===== src/timer_two_pkg.sv =====
// Constants, register map and mode encoding for the reload/capture timer.
// Assumes a byte-wide register port and a single 50 MHz system clock.
package timer_two_pkg;

  // ----------------------------------------
  // Register offsets
  // ----------------------------------------
  localparam int ADDR_WIDTH = 3;
  localparam logic [2:0] REG_CONTROL = 3'h0;
  localparam logic [2:0] REG_MODE = 3'h1;
  localparam logic [2:0] REG_PRESCALE = 3'h2;
  localparam logic [2:0] REG_IRQ_ENABLE = 3'h3;
  localparam logic [2:0] REG_COUNT_LOW = 3'h4;
  localparam logic [2:0] REG_COUNT_HIGH = 3'h5;
  localparam logic [2:0] REG_RELOAD_LOW = 3'h6;
  localparam logic [2:0] REG_RELOAD_HIGH = 3'h7;

  // ----------------------------------------
  // Field positions
  // ----------------------------------------
  localparam int BIT_OVERFLOW = 7;
  localparam int BIT_EXT_EVENT = 6;
  localparam int BIT_RX_BAUD = 5;
  localparam int BIT_TX_BAUD = 4;
  localparam int BIT_EXT_ENABLE = 3;
  localparam int BIT_RUN = 2;
  localparam int BIT_COUNTER_SEL = 1;
  localparam int BIT_CAPTURE_SEL = 0;
  localparam int BIT_CLOCK_OUT = 1;
  localparam int BIT_DOWN_COUNT = 0;
  localparam int BIT_PRESCALE_BYPASS = 0;
  localparam int BIT_GLOBAL_IRQ = 1;
  localparam int BIT_TIMER_IRQ = 0;

  // ----------------------------------------
  // Values and timing
  // ----------------------------------------
  localparam logic [7:0] BYTE_ZERO = 8'h00;
  localparam logic [15:0] COUNT_MAX = 16'hFFFF;
  localparam logic [15:0] COUNT_ZERO = 16'h0000;
  localparam logic [15:0] COUNT_STEP = 16'h0001;
  localparam int PRESCALE_DIV = 12;
  localparam logic [3:0] PRESCALE_LAST = 4'(PRESCALE_DIV - 1);
  localparam logic [3:0] PRESCALE_STEP = 4'h1;
  localparam logic [3:0] PRESCALE_ZERO = 4'h0;

  typedef enum logic [1:0] {
    MODE_CAPTURE = 2'b00,
    MODE_RELOAD = 2'b01,
    MODE_BAUD = 2'b10,
    MODE_CLKOUT = 2'b11
  } mode_type;

endpackage


===== src/timer_two.sv =====
// 16-bit timer with capture, auto-reload, baud-rate and clock-out modes.
// Assumes pins asynchronous to CLOCK, a one-cycle strobe register port, CE as global enable.
`timescale 1ns/1ps
`default_nettype none

// Function
// Mode comes from counter, clock-out, capture and baud select bits.
// Run bit low stops counting; trigger pin channel stays active.
// Capture mode, trigger disabled: plain 16-bit timer setting overflow flag.
// Capture mode, trigger enabled: falling edge copies count to reload, sets event flag.
// Down-count enable resets to 0; set, trigger pin picks direction; the code does this in reload mode only.
// Reload mode: count up to FFFF, set overflow flag, load reload pair.
// Reload mode with trigger: overflow or falling edge reloads; edge sets event flag.
// Down counting enabled: direction from pin, trigger enable ignored; the code does this in reload mode only.
// Up/down mode, pin high: count up, overflow sets flag and reloads.
// Up/down mode, pin low: count down; equal to reload sets flag, loads FFFF.
// Up/down mode: event flag is 17th result bit, never an interrupt.
// Transmit and/or receive baud select make this timer that baud source.
// Baud mode: overflow reloads count, no interrupt.
// Baud mode: trigger edge sets event flag without reloading.
// Software keeps reload pair above 0x0010 for baud use.
// Clock-out: 50% clock at timer clock over (65536-reload)*4, no interrupt.
// Timer clock is system clock over 12, or undivided when bypassed.
// Both flags raise the same timer interrupt request.
// Software may set flags; only software write or reset clears them; in up/down mode the code's overflow also toggles the event flag.
// Interrupt when global enable, timer enable and a flag are all set.
// Software avoids writing count or reload during baud traffic.
// Overflow flag set by hardware only with both baud selects clear.
// Counter select 0 times system clock; 1 counts count-pin events.
// Count and trigger pins synchronised before falling edge detection.
module timer_two
  import timer_two_pkg::*;
(
  input wire logic CLOCK,
  input wire logic ARST_N,
  input wire logic CE,
  input wire logic [ADDR_WIDTH-1:0] ADDR,
  input wire logic [7:0] WDATA,
  input wire logic WR,
  input wire logic RD,
  output logic [7:0] RDATA,
  input wire logic TRIGGER_PIN,
  input wire logic COUNT_PIN_IN,
  output logic COUNT_PIN_OUT,
  output logic COUNT_PIN_OE_N,
  output logic BAUD_TX_TICK,
  output logic BAUD_RX_TICK,
  output logic IRQ
);

  // ----------------------------------------
  // State
  // ----------------------------------------
  typedef struct packed {
    logic overflow_flag;
    logic external_event_flag;
    logic rx_baud_select;
    logic tx_baud_select;
    logic ext_trigger_enable;
    logic run_control;
    logic counter_select;
    logic capture_reload_select;
    logic clock_out_enable;
    logic down_count_enable;
    logic prescale_bypass;
    logic global_irq_enable;
    logic timer_irq_enable;
    logic [15:0] count;
    logic [15:0] reload;
    logic [3:0] presc;
    logic trig_s1;
    logic trig_s2;
    logic trig_prev;
    logic pin_s1;
    logic pin_s2;
    logic pin_prev;
    logic pin_out;
    logic pin_oe_n;
    logic half;
    logic tx_tick;
    logic rx_tick;
    logic irq;
    logic [7:0] rdata;
  } state_type;

  localparam state_type RESET_STATE = '{pin_oe_n: 1'b1, default: '0};

  state_type st;
  state_type next_st;
  mode_type mode;
  logic updown;
  logic tick;
  logic inc;
  logic trig_fall;
  logic pin_fall;
  logic edge_act;
  logic ovf;
  logic ovf_set;
  logic ext_toggle;
  logic wr_control;
  logic [15:0] next_count;

  // ----------------------------------------
  // Helpers
  // ----------------------------------------
  function automatic logic falling(input logic prev, input logic now);
    falling = prev & ~now;
  endfunction

  function automatic mode_type decode_mode(input state_type s);
    if (!s.counter_select && s.clock_out_enable) begin
      decode_mode = MODE_CLKOUT;
    end else if (s.tx_baud_select || s.rx_baud_select) begin
      decode_mode = MODE_BAUD;
    end else if (s.capture_reload_select) begin
      decode_mode = MODE_CAPTURE;
    end else begin
      decode_mode = MODE_RELOAD;
    end
  endfunction

  function automatic logic is_updown(input state_type s);
    is_updown = s.down_count_enable && (decode_mode(s) == MODE_RELOAD);
  endfunction

  function automatic logic [7:0] read_reg(input state_type s, input logic [ADDR_WIDTH-1:0] a);
    read_reg = BYTE_ZERO;
    unique case (a)
      REG_CONTROL: begin
        read_reg[BIT_OVERFLOW] = s.overflow_flag;
        read_reg[BIT_EXT_EVENT] = s.external_event_flag;
        read_reg[BIT_RX_BAUD] = s.rx_baud_select;
        read_reg[BIT_TX_BAUD] = s.tx_baud_select;
        read_reg[BIT_EXT_ENABLE] = s.ext_trigger_enable;
        read_reg[BIT_RUN] = s.run_control;
        read_reg[BIT_COUNTER_SEL] = s.counter_select;
        read_reg[BIT_CAPTURE_SEL] = s.capture_reload_select;
      end
      REG_MODE: begin
        read_reg[BIT_CLOCK_OUT] = s.clock_out_enable;
        read_reg[BIT_DOWN_COUNT] = s.down_count_enable;
      end
      REG_PRESCALE: read_reg[BIT_PRESCALE_BYPASS] = s.prescale_bypass;
      REG_IRQ_ENABLE: begin
        read_reg[BIT_GLOBAL_IRQ] = s.global_irq_enable;
        read_reg[BIT_TIMER_IRQ] = s.timer_irq_enable;
      end
      REG_COUNT_LOW: read_reg = s.count[7:0];
      REG_COUNT_HIGH: read_reg = s.count[15:8];
      REG_RELOAD_LOW: read_reg = s.reload[7:0];
      REG_RELOAD_HIGH: read_reg = s.reload[15:8];
    endcase
  endfunction

  // ----------------------------------------
  // Next state
  // ----------------------------------------
  always_comb begin
    next_st = st;
    mode = decode_mode(st);
    updown = is_updown(st);
    wr_control = WR && (ADDR == REG_CONTROL);

    // Synchronisers and edge detect
    next_st.trig_s1 = TRIGGER_PIN;
    next_st.trig_s2 = st.trig_s1;
    next_st.trig_prev = st.trig_s2;
    next_st.pin_s1 = COUNT_PIN_IN;
    next_st.pin_s2 = st.pin_s1;
    next_st.pin_prev = st.pin_s2;
    trig_fall = falling(st.trig_prev, st.trig_s2);
    pin_fall = falling(st.pin_prev, st.pin_s2);

    // Prescaler and count source
    tick = st.prescale_bypass || (st.presc == PRESCALE_LAST);
    next_st.presc = (st.presc == PRESCALE_LAST) ? PRESCALE_ZERO : 4'(st.presc + PRESCALE_STEP);
    inc = st.run_control && (st.counter_select ? pin_fall : tick);

    // Counting
    ovf = 1'b0;
    next_count = st.count;
    if (inc) begin
      if (updown && !st.trig_s2) begin
        if (st.count == st.reload) begin
          ovf = 1'b1;
          next_count = COUNT_MAX;
        end else begin
          next_count = 16'(st.count - COUNT_STEP);
        end
      end else if (st.count == COUNT_MAX) begin
        ovf = 1'b1;
        next_count = (mode == MODE_CAPTURE) ? COUNT_ZERO : st.reload;
      end else begin
        next_count = 16'(st.count + COUNT_STEP);
      end
    end

    // Trigger edge, live even while stopped
    edge_act = trig_fall && st.ext_trigger_enable && !updown;
    if (edge_act && (mode == MODE_CAPTURE)) begin
      next_st.reload = st.count;
    end
    if (edge_act && (mode == MODE_RELOAD)) begin
      next_count = st.reload;
    end
    next_st.count = next_count;

    // Flags, hardware set wins over software clear
    ovf_set = ovf && ((mode == MODE_CAPTURE) || (mode == MODE_RELOAD));
    ext_toggle = ovf && updown;
    next_st.overflow_flag = (wr_control ? WDATA[BIT_OVERFLOW] : st.overflow_flag) | ovf_set;
    next_st.external_event_flag = ((wr_control ? WDATA[BIT_EXT_EVENT] : st.external_event_flag)
                                   | edge_act) ^ ext_toggle;

    // Baud ticks
    next_st.tx_tick = ovf && st.tx_baud_select;
    next_st.rx_tick = ovf && st.rx_baud_select;

    // Clock output, toggles every second overflow
    next_st.pin_oe_n = (mode != MODE_CLKOUT);
    if (mode != MODE_CLKOUT) begin
      next_st.pin_out = 1'b0;
      next_st.half = 1'b0;
    end else if (ovf) begin
      next_st.half = ~st.half;
      if (st.half) begin
        next_st.pin_out = ~st.pin_out;
      end
    end

    // Register writes
    if (WR) begin
      unique case (ADDR)
        REG_CONTROL: begin
          next_st.rx_baud_select = WDATA[BIT_RX_BAUD];
          next_st.tx_baud_select = WDATA[BIT_TX_BAUD];
          next_st.ext_trigger_enable = WDATA[BIT_EXT_ENABLE];
          next_st.run_control = WDATA[BIT_RUN];
          next_st.counter_select = WDATA[BIT_COUNTER_SEL];
          next_st.capture_reload_select = WDATA[BIT_CAPTURE_SEL];
        end
        REG_MODE: begin
          next_st.clock_out_enable = WDATA[BIT_CLOCK_OUT];
          next_st.down_count_enable = WDATA[BIT_DOWN_COUNT];
        end
        REG_PRESCALE: next_st.prescale_bypass = WDATA[BIT_PRESCALE_BYPASS];
        REG_IRQ_ENABLE: begin
          next_st.global_irq_enable = WDATA[BIT_GLOBAL_IRQ];
          next_st.timer_irq_enable = WDATA[BIT_TIMER_IRQ];
        end
        REG_COUNT_LOW: next_st.count[7:0] = WDATA;
        REG_COUNT_HIGH: next_st.count[15:8] = WDATA;
        REG_RELOAD_LOW: next_st.reload[7:0] = WDATA;
        REG_RELOAD_HIGH: next_st.reload[15:8] = WDATA;
      endcase
    end

    // Shared interrupt request
    next_st.irq = next_st.global_irq_enable && next_st.timer_irq_enable
                  && (next_st.overflow_flag || (next_st.external_event_flag && !is_updown(next_st)));

    // Read data for one cycle
    next_st.rdata = RD ? read_reg(st, ADDR) : BYTE_ZERO;
  end

  // ----------------------------------------
  // Registers
  // ----------------------------------------
  always_ff @(posedge CLOCK or negedge ARST_N) begin
    if (!ARST_N) begin
      st <= RESET_STATE;
    end else if (CE) begin
      st <= next_st;
    end
  end

  assign RDATA = st.rdata;
  assign COUNT_PIN_OUT = st.pin_out;
  assign COUNT_PIN_OE_N = st.pin_oe_n;
  assign BAUD_TX_TICK = st.tx_tick;
  assign BAUD_RX_TICK = st.rx_tick;
  assign IRQ = st.irq;

  // ----------------------------------------
  // Checks
  // ----------------------------------------
  stop_hold_a:
    assert property (@(posedge CLOCK) disable iff (!ARST_N)
      (!st.run_control && !WR && !edge_act) |=> (st.count == $past(st.count)))
    else $error("Count moved while stopped");

  overflow_set_a:
    assert property (@(posedge CLOCK) disable iff (!ARST_N)
      (CE && ovf && (mode == MODE_RELOAD) && !updown && !WR) |=> (st.overflow_flag && st.count == $past(st.reload)))
    else $error("Reload overflow missed flag or reload");

  capture_copy_a:
    assert property (@(posedge CLOCK) disable iff (!ARST_N)
      (CE && edge_act && (mode == MODE_CAPTURE) && !WR) |=> (st.reload == $past(st.count) && st.external_event_flag))
    else $error("Capture did not copy count");

  edge_reload_a:
    assert property (@(posedge CLOCK) disable iff (!ARST_N)
      (CE && edge_act && (mode == MODE_RELOAD) && !WR) |=> (st.count == $past(st.reload)))
    else $error("Trigger edge did not reload");

  down_wrap_a:
    assert property (@(posedge CLOCK) disable iff (!ARST_N)
      (CE && inc && updown && !st.trig_s2 && (st.count == st.reload) && !WR) |=> (st.count == COUNT_MAX))
    else $error("Down count match did not load max");

  baud_no_flag_a:
    assert property (@(posedge CLOCK) disable iff (!ARST_N)
      ((mode == MODE_BAUD) && !st.overflow_flag && !WR) |=> !st.overflow_flag)
    else $error("Overflow flag set in baud mode");

  flag_hold_a:
    assert property (@(posedge CLOCK) disable iff (!ARST_N)
      (st.overflow_flag && !wr_control) |=> st.overflow_flag)
    else $error("Overflow flag cleared without write");

  irq_level_a:
    assert property (@(posedge CLOCK) disable iff (!ARST_N)
      IRQ == (st.global_irq_enable && st.timer_irq_enable
              && (st.overflow_flag || (st.external_event_flag && !is_updown(st)))))
    else $error("Interrupt level mismatch");

  prescale_a:
    assert property (@(posedge CLOCK) disable iff (!ARST_N)
      (CE && !st.prescale_bypass && !st.counter_select && st.run_control && (st.presc != PRESCALE_LAST)
       && !WR && !edge_act) |=> (st.count == $past(st.count)))
    else $error("Count advanced between prescale ticks");

  clock_drive_a:
    assert property (@(posedge CLOCK) disable iff (!ARST_N)
      (CE && !WR) |=> (COUNT_PIN_OE_N == ($past(mode) != MODE_CLKOUT)))
    else $error("Count pin drive mismatch");

  capture_wrap_a:
    assert property (@(posedge CLOCK) disable iff (!ARST_N)
      (CE && inc && (mode == MODE_CAPTURE) && (st.count == COUNT_MAX) && !WR)
      |=> (st.count == COUNT_ZERO && st.overflow_flag))
    else $error("Capture overflow did not wrap");

  updown_toggle_a:
    assert property (@(posedge CLOCK) disable iff (!ARST_N)
      (CE && ovf && updown && !WR) |=> (st.external_event_flag != $past(st.external_event_flag)))
    else $error("Up/down overflow did not toggle event bit");

  baud_no_reload_a:
    assert property (@(posedge CLOCK) disable iff (!ARST_N)
      (CE && edge_act && (mode == MODE_BAUD) && !ovf && !WR)
      |=> (st.external_event_flag && (16'(st.count - $past(st.count)) <= COUNT_STEP)))
    else $error("Baud trigger edge reloaded or missed flag");

  baud_tick_a:
    assert property (@(posedge CLOCK) disable iff (!ARST_N)
      (CE && ovf && st.tx_baud_select) |=> BAUD_TX_TICK)
    else $error("Transmit tick missing after overflow");

  clkout_no_flag_a:
    assert property (@(posedge CLOCK) disable iff (!ARST_N)
      ((mode == MODE_CLKOUT) && !st.overflow_flag && !WR) |=> !st.overflow_flag)
    else $error("Overflow flag set in clock-out mode");

  pin_count_a:
    assert property (@(posedge CLOCK) disable iff (!ARST_N)
      (CE && st.run_control && st.counter_select && pin_fall && (mode == MODE_RELOAD) && !updown
       && (st.count != COUNT_MAX) && !WR && !edge_act) |=> (st.count == 16'($past(st.count) + COUNT_STEP)))
    else $error("Count pin edge not counted");

endmodule // timer_two

`default_nettype wire


===== config.mk =====
export PLATFORM = sky130hd
export DESIGN_NAME = timer_two
export DESIGN_NICKNAME = d
export VERILOG_FILES = /design/src/timer_two_pkg.sv /design/src/timer_two.sv
export SDC_FILE = /design/constraint.sdc
export NUM_CORES = 1
export LEC_CHECK = 0
export BUFFER_PORTS_ARGS = -buffer_cell sky130_fd_sc_hd__buf_2
export CORE_MARGIN = 3
export CORE_UTILIZATION = 56
export CTS_BUF_LIST = sky130_fd_sc_hd__clkbuf_4 sky130_fd_sc_hd__clkbuf_8
export DETAILED_ROUTE_END_ITERATION = 8
export GPL_ROUTABILITY_DRIVEN = 0
export PLACE_DENSITY = 0.74
export SYNTH_ARGS = -nofsm -noshare
export SYNTH_HDL_FRONTEND = slang
export SYNTH_SLANG_ARGS = --single-unit

===== constraint.sdc =====
create_clock -name CLOCK -period 3.1 [get_ports CLOCK]
set_input_delay 0.465 -clock CLOCK [delete_from_list [all_inputs] [get_ports CLOCK]]
set_output_delay 0.465 -clock CLOCK [all_outputs]
set_load 0.005 [all_outputs]

==> implementation parameters, run 1 <==
Parameter                              Value

STA
  Headroom to the max-slew limit    0.410
  Achievable frequency    between 300 and 400 MHz
  Final setup vio count    0
  RSZ-0062 raised after global routing    false
  Clock Skews    just under 9 ps
  Final sum of negative setup slack    0 ps
  Final-report hold violation count    0
  Clock period minus final worst setup slack    around 2700 ps
  Final Max Tran Viols    0
  Final worst-path cycle share    0.872
  Worst slew pin tran    between 800 and 900 ps

Route
  Total iterations of the first detailed-routing run    6
  Total via count in the routed design    5130
  Residual antenna-violating net count after detailed routing    0
  DRC viols    0
  Routed wire length    roughly 16 mm
  Mean number of vias per cell    6.93
  Starting DRC count in detailed routing    663
  Routed length per placed instance    between 20 and 25 um

Clock network
  Buffers inserted during post-CTS setup optimization    0
  CTS tree    yes
  Clock-pin slew on the worst setup and hold paths    90 ps
  Worst-case clock buffer depth    2
  Root buffer cell    sky130_fd_sc_hd__clkbuf_8
  Post-CTS Hold Fix Bufs    0
  Count of instances resized after the clock tree is built    0
  Total number of clock tree sinks    roughly 70
  Number of levels the H-tree was split into    3
  Cts bufs inserted    9
  Source-to-sink clock delay at the later pin of the worst-skew pair    around 360 ps

Synth
  Share of async-settable or async-resettable flops after synthesis    1.00
  Synth Cell Area    a little over 5000 um2
  Portion of the post-synthesis area used by sequential elements    0.335
  Synth cell count leaders    sky130_fd_sc_hd__dfrtp_1, sky130_fd_sc_hd__nor2_1, sky130_fd_sc_hd__nand2_1, sky130_fd_sc_hd__a21oi_1, sky130_fd_sc_hd__nand3_1
  Syn nets    645
  Synthesis-stage register bit count    between 60 and 70
  Average footprint of a synthesized cell    a little over 8 um2
  Number of warnings issued by yosys    0
  Top FF cell, synth    sky130_fd_sc_hd__dfrtp_1
  Leading cell types by total area after synthesis    sky130_fd_sc_hd__dfrtp_1, sky130_fd_sc_hd__nor2_1, sky130_fd_sc_hd__mux2_2
  Cell accounting for the most synthesized area    sky130_fd_sc_hd__dfrtp_1
  Share of the synthesized area in the top cell type    0.330
  EDFF count, synth    0
  Leading cell type by number of instances after synthesis    sky130_fd_sc_hd__dfrtp_1
  Post-synthesis cell count    624
  Post-synth cell types    68

Worst setup path
  CP max stage delay    roughly 490 ps
  Worst endpoint required time    ~3300 ps
  Startpoint class of the critical path    register
  Register-to-Register Setup Slack    approximately 400 ps
  Critical path class    register to register
  Kind of end point of the critical path    register
  Arrival @ worst endpoint    between 2000 and 3000 ps
  Maximum fanout count along the critical path    9
  Critical-path cell with the highest stage delay    sky130_fd_sc_hd__dfrtp_1
  Count of buffer and inverter cells on the critical path    1
  Worst path most repeated cell    sky130_fd_sc_hd__nor3b_2
  Critical path, cell by cell    inv_1, ha_1, or3b_4, nor4b_4, nor3b_2, nor3b_2, nand4_1, a21oi_1, o31ai_1
  Cell class contributing the biggest share of worst-path delay    simple AND/OR/NAND/NOR gates

Die
  Initial core utilization    0.583
  Standard cell core area    slightly below 9000 um2
  Total I/O pin count    31
  Die area    a little over 10000 um2
  Vertical die dimension    approximately 100 um
  Floorplan die width    slightly above 100 um
  Number of rows in the core area    34

Layout
  Net count reported at finish    648
  Number of diodes    0
  Share of final-layout standard cells stronger than drive strength 1    0.158
  Growth of design area from synthesis to finish    6.21%
  Post-route core utilization    0.619
  Final Instance Area    about 5500 um2

Global route
  Global-route wire length before repair    roughly 26 mm
  Number of global-route vias before repair    between 4000 and 5000
  Total global-route track usage    0.320
  Overflow left after global routing    0
  Largest net degree at the start of global routing    79
  Number of antenna violations at the first check in global routing    0

Status
  Outcome    finished, final reports clean

Placement
  Detailed-placement wirelength estimate    between 10 and 15 mm
  Number of port buffers    30
  Post-placement cell area    ~5300 um2

Power and ir drop
  Power density over the cells    635 nW/um2
  Sequential fraction of design power    0.448
  Switching power    around 0.0015 W
  Clock power share    0.222
  Cell internal power dissipation    just over 0.002 W
  Pleak    2.16 nW
  Portion of total power attributed to combinational logic    0.330
  Max rail drop VDD    between 400 and 500 uV
  Switch share    0.422

Flow run
  Maximum capacitance violations    0

Worst hold path
  Tightest Hold Check Type    input pin to asynchronous set/reset pin
## power by group through the flow
| stage | clock (W) | sequential, W | combinational (W) |
|---|---|---|---|
| 3_5_place_dp | 0 | 0.00155 | 0.00112 |
| 5_1_grt | 0.000823 | 0.00157 | 0.00126 |
| 3_3_place_gp | 0 | 0.00154 | 0.00109 |
| 2_1_floorplan | 0 | 0.00130 | 0.00101 |
| 4_1_cts | 0.000782 | 0.00153 | 0.00113 |
| 6_report | 0.000772 | 0.00156 | 0.00115 |
## logic make-up after synthesis
family | after synthesis | share of synthesized area
AOI/OAI and AO/OA | 184 | 0.230
and+or+nand+nor | 234 | 0.237
buffers and inverters | 71 | 0.0677
xor gates and xnor gates | 29 | 0.0493
DFF | 69 | 0.335
muxes | 34 | 0.0738
adders and majority gates | 3 | 0.00728
## final cells by class
cell class / count / area (um2)
fill: 775 / 3370
multi-input combinational: 484 / 3080
sequential: 69 / 1730
timing repair buffer: 46 / 273
tap: 108 / 135
clock buffer: 9 / 124
clock inverter: 7 / 73.8
inverter: 17 / 63.8
## final timing paths
check	from	depth (start not counted)	end
setup reg to reg	st[40]$_DFFE_PN0P_	9	st[54]$_DFFE_PN0P_
hold reg to reg	RDATA[7]$_DFFE_PN0P_	1	RDATA[7]$_DFFE_PN0P_
hold / removal	ARST_N	1	RDATA[2]$_DFFE_PN0P_
max in group asynchronous	ARST_N	1	st[29]$_DFFE_PN0P_
setup / recovery	st[40]$_DFFE_PN0P_	9	st[54]$_DFFE_PN0P_
min in group CLOCK	COUNT_PIN_IN	2	next_st[15]$_DFFE_PN0P_
## state kept, by name (all words and copies together) (netlist names)
register        count
COUNT_PIN_OE_N      1
COUNT_PIN_OUT       1
IRQ                 1
BAUD_RX_TICK        1
RDATA               8
st                 52
BAUD_TX_TICK        1
next_st             4
## stage by stage
step	power [W]	std cells	setup slack (ps)	hold WS (ps)
2_1_floorplan	0.00232	624	730	169
3_3_place_gp	0.00263	724	567	469
3_5_place_dp	0.00266	724	486	471
4_1_cts	0.00344	740	444	257
5_1_grt	0.00366	740	178	286
6_report	0.00348	740	398	223
## layout by cell type, fill, tap and decap left out, types with 11 or more instances in the layout
master | netlist | layout
sky130_fd_sc_hd__dfrtp_1 | 68 | 68
sky130_fd_sc_hd__nor2_1 | 66 | 66
sky130_fd_sc_hd__nand2_1 | 58 | 58
sky130_fd_sc_hd__a21oi_1 | 48 | 48
sky130_fd_sc_hd__nand3_1 | 37 | 37
sky130_fd_sc_hd__o21ai_0 | 36 | 36
sky130_fd_sc_hd__buf_2 | 9 | 29
sky130_fd_sc_hd__mux2_2 | 22 | 22
sky130_fd_sc_hd__xor2_1 | 21 | 21
sky130_fd_sc_hd__o22ai_1 | 17 | 17
sky130_fd_sc_hd__buf_4 | 15 | 17
sky130_fd_sc_hd__inv_1 | 16 | 16
sky130_fd_sc_hd__nor3_1 | 15 | 15
sky130_fd_sc_hd__nand4_1 | 11 | 11
sky130_fd_sc_hd__mux2i_1 | 11 | 11
## layer usage
metal	up-vias	wire length, um	part of all wire	track usage
li1	2288	-	-	-
met1	2403	6460	0.40	0.433
met2	371	7030	0.43	0.478
met3	68	2030	0.12	0.0771
met4	0	767	0.047	0.161
met5	-	0	0	0
No activity file was read; power rests on OpenSTA's default activity.
==> run 2, diff against run 1 <==
--- a/config.mk
+++ b/config.mk
@@ -12,6 +12,7 @@
 export DETAILED_ROUTE_END_ITERATION = 8
 export GPL_ROUTABILITY_DRIVEN = 0
 export PLACE_DENSITY = 0.74
+export RECOVER_POWER = 25
 export SYNTH_ARGS = -nofsm -noshare
 export SYNTH_HDL_FRONTEND = slang
 export SYNTH_SLANG_ARGS = --single-unit
==> implementation parameters, run 2 (same netlist as run 1, synthesis figures left out) <==
Parameter                              Value

Worst setup path
  Reg-to-Reg End    st[54]$_DFFE_PN0P_
  Kind of end point of the critical path    register
  Critical path class    register to register
  Launching point of the worst reg2reg path    st[40]$_DFFE_PN0P_
  Arrival @ worst endpoint    between 2000 and 3000 ps
  Maximum fanout count along the critical path    9
  Worst endpoint required time    around 3300 ps
  Length in cells of the worst reg-to-reg path    9
  Startpoint class of the critical path    register
  Register-to-Register Setup Slack    roughly 400 ps

Die
  Number of rows in the core area    34
  Die area    10400 um2
  Floorplan die width    102 um
  Standard cell core area    just under 9000 um2
  Total I/O pin count    31
  Initial core utilization    0.583
  Vertical die dimension    ~100 um

Layout
  Commonest non-fill, non-tap cell in the layout    sky130_fd_sc_hd__dfrtp_1
  Highest-count cells in the layout ignoring fill and taps    sky130_fd_sc_hd__dfrtp_1, sky130_fd_sc_hd__nor2_1, sky130_fd_sc_hd__nand2_1, sky130_fd_sc_hd__a21oi_1, sky130_fd_sc_hd__nand3_1
  Flip-flop count of the largest register after layout    52
  Net count reported at finish    648
  Share of final-layout standard cells stronger than drive strength 1    0.158
  Area taken by multi-input logic gates    between 3000 and 4000 um2
  Register area    about 1700 um2
  Largest register by flop count    st
  Number of diodes    0
  Growth of design area from synthesis to finish    6.16%
  Filler Cells Inserted    ~780

Clock network
  Clock-pin slew on the worst setup and hold paths    ~90 ps
  Cts bufs inserted    9
  Buffers inserted during post-CTS setup optimization    0
  Post-CTS Hold Fix Bufs    0
  Number of levels the H-tree was split into    3
  CTS tree    yes
  Total number of clock tree sinks    between 60 and 70
  Root buffer cell    sky130_fd_sc_hd__clkbuf_8
  Source-to-sink clock delay at the later pin of the worst-skew pair    around 360 ps
  Worst-case clock buffer depth    2
  Count of instances resized after the clock tree is built    0

STA
  Final sum of negative setup slack    0 ps
  RSZ-0062 raised after global routing    false
  Clock Skews    a little under 9 ps
  Clock period minus final worst setup slack    about 2700 ps
  Final Max Tran Viols    70
  Final critical-path setup slack    398 ps
  Final-report hold violation count    0
  Worst slew pin tran    between 1500 and 2000 ps
  Achievable frequency    roughly 370 MHz
  Headroom to the max-slew limit    -0.161
  Final worst-path cycle share    0.872
  Final setup vio count    0

Global route
  Number of antenna violations at the first check in global routing    0
  Total global-route track usage    0.320
  Global-route wire length before repair    roughly 26 mm
  Largest net degree at the start of global routing    79
  Overflow left after global routing    0
  Number of global-route vias before repair    about 4800

Status
  Violations in the final reports    capacitance limit, slew limit
  Outcome    complete, but fails checks

Power and ir drop
  Portion of total power attributed to combinational logic    0.330
  Pleak    around 2.2 nW
  Switch share    0.422
  Clock power share    0.222
  Max rail drop VDD    around 400 uV
  Switching power    0.00147 W
  Power density over the cells    ~640 nW/um2
  Sequential fraction of design power    0.448
  Cell internal power dissipation    ~0.0020 W

Worst hold path
  Tightest Hold Check Type    input pin to register
  Worst-case hold path end point    next_st[15]$_DFFE_PN0P_
  HP Start    COUNT_PIN_IN
  Hold Crit Depth    2

Route
  Total iterations of the first detailed-routing run    6
  Total via count in the routed design    approximately 5100
  Starting DRC count in detailed routing    663
  DRC viols    0
  Routed length per placed instance    roughly 22 um
  Residual antenna-violating net count after detailed routing    0
  Routed wire length    around 16 mm
  Mean number of vias per cell    6.93

Placement
  Detailed-placement wirelength estimate    between 10 and 15 mm
  Worst setup slack after placement    486 ps
  Number of port buffers    30

Flow run
  Maximum capacitance violations    1
## run 2: cell types whose count changed in the layout (fill, tap and decap cells not counted), sizes merged
cell,before,now
clkbuf,9,10
buf,46,45
## run 2: worst max path at each step
stage                       start                 end  slack [ps]  depth (start not counted)
2_1_floorplan  st[40]$_DFFE_PN0P_  st[54]$_DFFE_PN0P_         730                         10
3_3_place_gp   st[40]$_DFFE_PN0P_  st[54]$_DFFE_PN0P_         570                          9
3_5_place_dp   st[40]$_DFFE_PN0P_  st[54]$_DFFE_PN0P_         490                          9
4_1_cts        st[40]$_DFFE_PN0P_  st[52]$_DFFE_PN0P_         440                          9
5_1_grt        st[40]$_DFFE_PN0P_  st[54]$_DFFE_PN0P_         180                          9
6_report       st[40]$_DFFE_PN0P_  st[54]$_DFFE_PN0P_         400                          9
## run 2: worst max-delay path: stages (launching register included)
cell and delay [ps]:
sky130_fd_sc_hd__dfrtp_1 490, sky130_fd_sc_hd__inv_1 170, sky130_fd_sc_hd__ha_1 200, sky130_fd_sc_hd__or3b_4 420, sky130_fd_sc_hd__nor4b_4 280, sky130_fd_sc_hd__nor3b_2 310
sky130_fd_sc_hd__nor3b_2 310, sky130_fd_sc_hd__nand4_1 130, sky130_fd_sc_hd__a21oi_1 200, sky130_fd_sc_hd__o31ai_1 80
## run 2: routing by layer
| metal | wire (um) | GRT usage | vias up |
|---|---|---|---|
| met1 | 6460 | 0.433 | 2403 |
| met2 | 7030 | 0.478 | 371 |
| met3 | 2030 | 0.0771 | 68 |
| met4 | 767 | 0.161 | 0 |
| li1 | - | - | 2288 |
| met5 | 0 | 0 | - |
## run 2: layout make-up
cell class / instances / area share
clock buffers: 9 / 0.0226
clock inverters: 7 / 0.0135
inverters: 17 / 0.0117
multi-input cells: 484 / 0.563
flip-flops and latches: 69 / 0.316
well taps: 108 / 0.0247
repair buffers: 46 / 0.0494
## run 2: power by group through the flow
| stage | logic (W) | clock network, W | registers (W) |
|---|---|---|---|
| CTS | 0.00113 | 0.000782 | 0.00153 |
| finish | 0.00115 | 0.000772 | 0.00156 |
| global placement | 0.00109 | 0 | 0.00154 |
| detailed placement | 0.00112 | 0 | 0.00155 |
| floorplan | 0.00101 | 0 | 0.00130 |
| global route | 0.00126 | 0.000823 | 0.00157 |
## run 2: through the flow
step	cell area [um2]	util	cells	power [W]	hold slack, ps
global placement	5280	0.597	724	0.00263	469
finish	5470	0.619	740	0.00348	337
global route	5470	0.619	740	0.00366	328
CTS	5480	0.619	740	0.00344	257
detailed placement	5280	0.597	724	0.00266	471
floorplan	5160	-	624	0.00232	169
